===== src/pkg/trwl_params.svh =====
`ifndef TRWL_PARAMS_SVH
`define TRWL_PARAMS_SVH
// ----------------------------------------------------------------------------
// Widths, counts and limits of the word path.
// ----------------------------------------------------------------------------
`define TRWL_DATA_W 16
`define TRWL_ADDR_W 6
`define TRWL_ENTRY_W 22
`define TRWL_CHAN_N 4
`define TRWL_CHAN_W 2
`define TRWL_FIFO_DEPTH 8
`define TRWL_MAX_WORDS 6'd59
// ----------------------------------------------------------------------------
// Image lengths in words, normal and direct analog.
// ----------------------------------------------------------------------------
`define TRWL_LEN_DUPLEX 6'd55
`define TRWL_LEN_DUPLEX_DA 6'd27
`define TRWL_LEN_RX 6'd37
`define TRWL_LEN_RX_DA 6'd14
`define TRWL_LEN_TX 6'd19
`define TRWL_LEN_TX_DA 6'd15
`define TRWL_LEN_CENTRAL 6'd60
`define TRWL_LEN_CENTRAL_DA 6'd33
// ----------------------------------------------------------------------------
// Divider codes and reset values.
// ----------------------------------------------------------------------------
`define TRWL_DIV_BY1 2'h0
`define TRWL_DIV_BY2 2'h1
`define TRWL_DIV_BY4 2'h2
`define TRWL_DIV_RESET 2'h0
`endif


===== src/pkg/trwl_pkg.sv =====
`include "trwl_params.svh"
package trwl_pkg;
  // Transceiver configuration that produced the image.
  typedef enum logic [1:0] {
    CFG_DUPLEX = 2'h0,
    CFG_RX_ONLY = 2'h1,
    CFG_TX_ONLY = 2'h2,
    CFG_DUPLEX_CENTRAL = 2'h3
  } trwl_cfg_t;
  // Operating mode of the controller.
  typedef enum logic {
    MODE_IMAGE = 1'b0,
    MODE_RATE_DIV = 1'b1
  } trwl_mode_t;
  // Loader states, Gray coded along idle, load, drain, done.
  typedef enum logic [1:0] {
    ST_IDLE = 2'h0,
    ST_LOAD = 2'h1,
    ST_DRAIN = 2'h3,
    ST_DONE = 2'h2
  } trwl_state_t;
  // One word on its way to the channel.
  typedef struct packed {
    logic [`TRWL_ADDR_W-1:0] addr;
    logic [`TRWL_DATA_W-1:0] data;
  } trwl_entry_t;
endpackage : trwl_pkg


===== src/core/trwl_loader.sv =====
`timescale 1ns/100ps
`include "trwl_params.svh"

// ----------------------------------------------------------------------------
// Word FIFO between the host strobe and the channel write port.
// ----------------------------------------------------------------------------
module trwl_fifo #(
  parameter int Width = 22,
  parameter int Depth = 8
) (
  input wire logic clk, // System clock.
  input wire logic reset, // Asynchronous reset, active high.
  input wire logic inValid, // Write request.
  output logic inReady, // Space available.
  input wire logic [Width-1:0] inData, // Word written.
  output logic outValid, // Word available.
  input wire logic outReady, // Reader takes the word.
  output logic [Width-1:0] outData // Oldest word.
);
  localparam int PtrW = $clog2(Depth);
  logic [Width-1:0] mem_q [Depth]; // Storage array.
  logic [PtrW-1:0] wrPtr_q, wrPtr_d; // Write pointer.
  logic [PtrW-1:0] rdPtr_q, rdPtr_d; // Read pointer.
  logic [PtrW:0] count_q, count_d; // Words held.
  logic push, pop; // Accepted transfers.

  assign inReady = (count_q != Depth[PtrW:0]);
  assign outValid = (count_q != '0);
  assign outData = mem_q[rdPtr_q];
  assign push = inValid && inReady;
  assign pop = outValid && outReady;

  // Next pointer and count values.
  always_comb begin
    wrPtr_d = push ? wrPtr_q + 1'b1 : wrPtr_q;
    rdPtr_d = pop ? rdPtr_q + 1'b1 : rdPtr_q;
    count_d = count_q + {{PtrW{1'b0}}, push} - {{PtrW{1'b0}}, pop};
  end

  // Pointer registers.
  always_ff @(posedge clk or posedge reset) begin
    if (reset) begin
      wrPtr_q <= '0;
      rdPtr_q <= '0;
      count_q <= '0;
    end else begin
      wrPtr_q <= wrPtr_d;
      rdPtr_q <= rdPtr_d;
      count_q <= count_d;
    end
  end

  // Storage is written only on an accepted push and needs no reset.
  always_ff @(posedge clk) begin
    if (push) begin
      mem_q[wrPtr_q] <= inData;
    end
  end
endmodule : trwl_fifo

// ----------------------------------------------------------------------------
// Configuration word loader and divider readback.
// ----------------------------------------------------------------------------
module trwl_loader (
  input wire logic clk, // System clock, 25 MHz.
  input wire logic reset, // Asynchronous reset, active high.
  input wire trwl_pkg::trwl_mode_t opMode, // Image or rate-division mode.
  input wire trwl_pkg::trwl_cfg_t imgConfig, // Configuration of the image.
  input wire logic directAnalog, // Image is a direct analog image.
  input wire logic reducedEn, // Reduced image operation.
  input wire logic [`TRWL_CHAN_W-1:0] channelAddr, // Target channel.
  input wire logic startLoad, // Begin applying an image.
  input wire logic writeAll, // Word strobe.
  output logic writeAllReady, // Loader accepts a word.
  input wire logic [`TRWL_DATA_W-1:0] wordData, // Word data.
  input wire logic [`TRWL_ADDR_W-1:0] wordAddrIn, // Reduced entry address.
  input wire logic reducedLast, // Last reduced entry.
  output logic [`TRWL_ADDR_W-1:0] wordAddrOut, // Word now needed.
  output logic reconfigDone, // Image applied.
  output logic busy, // Image in progress.
  output logic analogDefaultsLoad, // Load analog defaults pulse.
  output logic [`TRWL_CHAN_W-1:0] chanSel, // Channel being written.
  output logic chanWrValid, // Word for the channel.
  input wire logic chanWrReady, // Channel takes the word.
  output trwl_pkg::trwl_entry_t chanWr, // Word and its address.
  input wire logic rateWrite, // Write divider code.
  input wire logic [1:0] rateCtrl, // Divider code to write.
  input wire logic rateRead, // Read divider code.
  output logic [1:0] rateOut, // Divider readback.
  output logic [1:0] txDivider // Divider of the selected channel.
);
  import trwl_pkg::*;

  // --------------------------------------------------------------------------
  // State registers.
  // --------------------------------------------------------------------------
  trwl_state_t state_q, state_d; // Loader state.
  logic [`TRWL_ADDR_W-1:0] addr_q, addr_d; // Word address counter.
  logic [`TRWL_ADDR_W-1:0] len_q, len_d; // Image length.
  logic reduced_q, reduced_d; // Reduced image latched at start.
  logic done_q, done_d; // Done flag.
  logic analog_q, analog_d; // Analog defaults pulse.
  logic [`TRWL_CHAN_W-1:0] chan_q, chan_d; // Latched channel.
  logic [1:0] div_q [`TRWL_CHAN_N]; // Divider per channel.
  logic [1:0] div_d [`TRWL_CHAN_N]; // Next dividers.
  logic [1:0] rate_q, rate_d; // Readback register.
  logic [`TRWL_ADDR_W-1:0] imgLen; // Length from configuration.
  logic start, accept, lastWord; // Decoded events.
  logic fifoInReady; // FIFO has space.
  trwl_entry_t fifoIn; // Entry pushed into the FIFO.

  // Image length per configuration, taken from the table with no cap at the legal maximum.
  always_comb begin
    case (imgConfig)
      CFG_DUPLEX: imgLen = directAnalog ? `TRWL_LEN_DUPLEX_DA : `TRWL_LEN_DUPLEX;
      CFG_RX_ONLY: imgLen = directAnalog ? `TRWL_LEN_RX_DA : `TRWL_LEN_RX;
      CFG_TX_ONLY: imgLen = directAnalog ? `TRWL_LEN_TX_DA : `TRWL_LEN_TX;
      default: imgLen = directAnalog ? `TRWL_LEN_CENTRAL_DA : `TRWL_LEN_CENTRAL;
    endcase
  end

  // Images start only in image mode and while no image is in progress.
  assign start = startLoad && (opMode == MODE_IMAGE) && !busy;
  assign busy = (state_q == ST_LOAD) || (state_q == ST_DRAIN);
  assign writeAllReady = (state_q == ST_LOAD) && fifoInReady;
  assign accept = writeAll && writeAllReady;
  assign lastWord = reduced_q ? reducedLast : (addr_q == len_q - 1'b1);
  // Reduced entries carry their own address, full ones the counter.
  assign fifoIn.addr = reduced_q ? wordAddrIn : addr_q;
  assign fifoIn.data = wordData;

  // --------------------------------------------------------------------------
  // Loader next-state logic.
  // --------------------------------------------------------------------------
  always_comb begin
    state_d = state_q;
    addr_d = addr_q;
    len_d = len_q;
    reduced_d = reduced_q;
    done_d = done_q;
    analog_d = 1'b0;
    chan_d = chan_q;
    case (state_q)
      ST_IDLE, ST_DONE: begin
        if (start) begin
          state_d = ST_LOAD;
          addr_d = '0;
          len_d = imgLen;
          reduced_d = reducedEn;
          done_d = 1'b0;
          analog_d = 1'b1;
          chan_d = channelAddr;
        end
      end
      ST_LOAD: begin
        if (accept) begin
          if (lastWord) begin
            state_d = ST_DRAIN;
          end else if (!reduced_q) begin
            addr_d = addr_q + 1'b1;
          end
        end
      end
      ST_DRAIN: begin
        // Done once every buffered word has reached the channel.
        if (!chanWrValid) begin
          state_d = ST_DONE;
          done_d = 1'b1;
        end
      end
      default: state_d = ST_IDLE;
    endcase
  end

  // Loader registers.
  always_ff @(posedge clk or posedge reset) begin
    if (reset) begin
      state_q <= ST_IDLE;
      addr_q <= '0;
      len_q <= `TRWL_LEN_DUPLEX;
      reduced_q <= 1'b0;
      done_q <= 1'b0;
      analog_q <= 1'b0;
      chan_q <= '0;
    end else begin
      state_q <= state_d;
      addr_q <= addr_d;
      len_q <= len_d;
      reduced_q <= reduced_d;
      done_q <= done_d;
      analog_q <= analog_d;
      chan_q <= chan_d;
    end
  end

  assign wordAddrOut = addr_q;
  assign reconfigDone = done_q;
  assign analogDefaultsLoad = analog_q;
  assign chanSel = chan_q;

  // --------------------------------------------------------------------------
  // Word buffer; a stalled channel fills it and drops writeAllReady.
  // --------------------------------------------------------------------------
  trwl_fifo #(
    .Width(`TRWL_ENTRY_W),
    .Depth(`TRWL_FIFO_DEPTH)
  ) trwl_fifo_inst (
    .clk(clk),
    .reset(reset),
    .inValid(accept),
    .inReady(fifoInReady),
    .inData(fifoIn),
    .outValid(chanWrValid),
    .outReady(chanWrReady),
    .outData(chanWr)
  );

  // --------------------------------------------------------------------------
  // Transmit divider store and readback.
  // --------------------------------------------------------------------------
  always_comb begin
    for (int i = 0; i < `TRWL_CHAN_N; i++) begin
      div_d[i] = div_q[i];
    end
    if (rateWrite && opMode == MODE_RATE_DIV) begin
      div_d[channelAddr] = rateCtrl;
    end
    // Readback keeps the same codes as the control input.
    rate_d = (rateRead && opMode == MODE_RATE_DIV) ? div_q[channelAddr] : rate_q;
  end

  // Divider registers.
  always_ff @(posedge clk or posedge reset) begin
    if (reset) begin
      for (int i = 0; i < `TRWL_CHAN_N; i++) begin
        div_q[i] <= `TRWL_DIV_RESET;
      end
      rate_q <= `TRWL_DIV_RESET;
    end else begin
      div_q <= div_d;
      rate_q <= rate_d;
    end
  end

  assign rateOut = rate_q;
  assign txDivider = div_q[channelAddr];
endmodule : trwl_loader


===== config.mk =====
export PLATFORM = sky130hd
export DESIGN_NAME = trwl_loader
export DESIGN_NICKNAME = d
export VERILOG_FILES = /design/src/pkg/trwl_pkg.sv /design/src/core/trwl_loader.sv
export VERILOG_INCLUDE_DIRS = /design/src /design/src/pkg
export SDC_FILE = /design/constraint.sdc
export NUM_CORES = 1
export LEC_CHECK = 0
export BUFFER_PORTS_ARGS = -buffer_cell sky130_fd_sc_hd__buf_2
export CAP_MARGIN = 20
export CORE_MARGIN = 3
export CORE_UTILIZATION = 59
export CTS_CLUSTER_SIZE = 24
export DETAILED_ROUTE_END_ITERATION = 16
export GPL_TIMING_DRIVEN = 0
export MAX_ROUTING_LAYER = met4
export PLACE_DENSITY_LB_ADDON = 0.3
export SLEW_MARGIN = 10
export SYNTH_ARGS = -nofsm -noshare
export SYNTH_HDL_FRONTEND = slang
export SYNTH_SLANG_ARGS = --single-unit
export TNS_END_PERCENT = 5

===== constraint.sdc =====
create_clock -name clk -period 3.7 [get_ports clk]
set_input_delay 0.555 -clock clk [delete_from_list [all_inputs] [get_ports clk]]
set_output_delay 0.555 -clock clk [all_outputs]
set_load 0.01 [all_outputs]

==> flow_summary.toml <==
[clock_tree]
clkLatencyLatePin_ns = 0.50
htree_levels = 1
cts_buffers = 22
root_buffer = "clkbuf_16"
post_cts_resized = 0
clk_pin_slew_ns = 0.06
cts.sinks = 215
cts_setup_buffers = 0
cts_tree = "yes"
cts_buffer_depth = 3
hold_buffers = 0

[synthesis]
syn_area_um2 = 8770
syn_area_per_cell_um2 = 18.8
ys_ff_latch = 215
syn_inst = 467
synth_flop_cell = "edfxtp_1"
synth_warnings = 0
yosysSeqAreaShare_pct = 71.5
synth_top_area_share_pct = 60.3
synthArstFlopShare_pct = 18.1
yosys-top-cells-area = "edfxtp_1, mux4_2, dfrtp_1"
syn_nets = 517
synth_cell_types = 43
synth-edff-count = 176
yosysTopAreaCell = "edfxtp_1"

[setup_path]
cp_max_fo = 10
crit_end = "chanWr[20]"
worst_ep_required_time_ns = 3.14
cp_cell_sequence = "clkbuf_1, buf_1, mux4_2, mux2_2, buf_2"
critical_path.startpoint_type = "flip-flop"
cp.arrival_ns = 2.81
critPathKind = "reg2out"
r2r_end = "trwl_fifo_inst.mem_q[1][7]"
critPathSlowestCell = "buf_1"
r2r_slack_ns = 1.05
r2r_start = "state_q[1]"
r2r_cells = 6
cp-end-kind = "output port"
critPathLaunch = "trwl_fifo_inst.rdPtr_q[1]"
max_stage_delay_ns = 0.66

[power]
switching_share_pct = 31.0
p_int_w = 0.00553
power.density_nw_per_um2 = 788
pwr-share-comb_pct = 33.0
p_total_w = 0.00802
cellLeakagePower_nw = 3.69
p_switching_w = 0.00248
pwr-share-clk_pct = 25.4
ir_drop_mv = 0.523
pwr-share-seq_pct = 41.7

[timing]
layout_min_cycle_time_ns = 3.37
timing_hold_violations_final = 0
tightest_slew_ns = 0.838
final_min_period_over_clock_period_pct = 91.0
fmax_ghz = 0.297
fin_worst_skew_ns = 0.0100
rsz0062_at_grt = "false"
slew_headroom_pct = 43.8
finalSetupViolations = 0
maxSlewViolCount = 0

[global_route]
grt_pass1_vias = 4918
grt_pass1_wl_um = 27200
antenna_found_initial = 0
grt_max_degree = 40
grt_overflow = 0
track_usage_pct = 22.3

[routing]
drt-total-wl_um = 16900
drt_iter0_markers = 354
viasPerCell = 5.97
ant_nets = 0
drc = 0
vias = 4611
drt-wirelength-per-cell_um = 21.9
first_pass_iters = 4

[min_path]
worstHoldPathType = "in2async"

[die]
dieArea_um2 = 16400
die_w_um = 128
rows = 43
core_area_um2 = 14200
die_h_um = 128
pin_count = 78
start_util_pct = 61.7

[finish]
stdcell_count = 773
final_nets = 627
area_delta_synth_final_pct = 16.1
drive_gt1_share_pct = 38.6
antennaDiodeCount = 0
final_cell_area_um2 = 10200

[placement]
placed_area_um2 = 9520
place.gp.congestion = 0.767
hpwl_um = 11100
io_buffers = 74
dp_cells = 733

[flow_run]
cap_violations = 0

[outcome]
status = "completed"
[cell families after synthesis]
family | synth area share (%)
flops | 71.5
mux | 17.1
simple gates | 3.85
buf+inv | 1.91
compound gates | 2.44
xor+xnor | 1.60
fa+ha+maj | 1.66
[registers in the layout, summed over array words and instances, names as in the netlist]
name	flops
analogDefaultsLoad	1
chanSel	2
div_q	8
len_q	6
rateOut	2
reconfigDone	1
reduced_q	1
state_q	2
trwl_fifo_inst.count_q	4
trwl_fifo_inst.mem_q	176
trwl_fifo_inst.rdPtr_q	3
trwl_fifo_inst.wrPtr_q	3
wordAddrOut	6
[worst max-delay path, delay by kind of cell, from the launching register on]
| family | cells | cell delay (ns) |
|---|---|---|
| buffers and inverters | 3 | 1.22 |
| muxes | 2 | 0.73 |
| DFF | 1 | 0.36 |
[stage by stage]
| stage | setup WS (ns) | setup TNS [ns] | hold WS [ns] | util, % |
|---|---|---|---|---|
| 2_1_floorplan | 0.305 | 0 | 0.464 | - |
| 3_3_place_gp | -1.62 | -86.38 | 0.459 | 65.9 |
| 3_5_place_dp | 0.881 | 0 | 0.458 | 67.0 |
| 4_1_cts | 0.312 | 0 | 0.251 | 71.7 |
| 5_1_grt | 0.193 | 0 | 0.260 | 71.7 |
| 6_report | 0.333 | 0 | 0.222 | 71.7 |
[cells in the mapped netlist, types with 7 or more instances]
library cell	instances
nor2_1	9
ha_1	10
xnor2_1	9
a21oi_1	7
nand3_1	9
nor3_1	8
mux4_2	46
mux2_2	40
nand2_1	31
edfxtp_1	176
xor2_1	7
inv_1	17
dfrtp_1	34
clkbuf_1	10
[placed cells by master (no fill, tap or decap), types with 5 or more instances in the layout]
cell       count
clkbuf_1      18
buf_2         79
o21ai_0        6
buf_6          6
dfrtp_1       34
edfxtp_1     176
mux4_2        46
xnor2_1        9
inv_1         16
nor2_1         6
buf_4          8
a21oi_1        7
ha_1          10
clkbuf_16     22
mux2_2        40
dfstp_2        5
nand2_1       31
nand3_1        9
xor2_1         7
[power groups by stage]
stage / clock network (W) / registers [W] / logic, W
6_report: 0.00203 / 0.00334 / 0.00264
3_3_place_gp: 0 / 0.00336 / 0.00252
2_1_floorplan: 0 / 0.00334 / 0.00183
5_1_grt: 0.00217 / 0.00338 / 0.00290
3_5_place_dp: 0 / 0.00338 / 0.00267
4_1_cts: 0.00206 / 0.00334 / 0.00269
[area by class of cell]
type / count / area, µm²
sequential: 215 / 6270
fill: 883 / 4020
multi-input combinational: 213 / 2380
clock buffer: 30 / 581
timing repair buffer: 86 / 475
tap: 180 / 225
buffer: 21 / 100
clock inverter: 10 / 81.3
inverter: 18 / 67.6
[worst min-delay path by stage]
stage,from,end,cells past startpoint
2_1_floorplan,state_q[1],state_q[1],2
3_3_place_gp,chanSel[1],chanSel[1],2
3_5_place_dp,chanSel[1],chanSel[1],2
4_1_cts,reset,div_q[6],2
5_1_grt,reducedEn,reduced_q,3
6_report,reset,div_q[6],2
[metal layers]
metal	part of all wire, %	track usage, %	vias to the layer above
met1	42	30.6	2345
met4	2.2	5.18	0
met3	5.5	3.13	32
met2	50	36.3	173
met5	0	-	-
li1	-	-	2061
No activity file was read; power rests on OpenSTA's default activity.
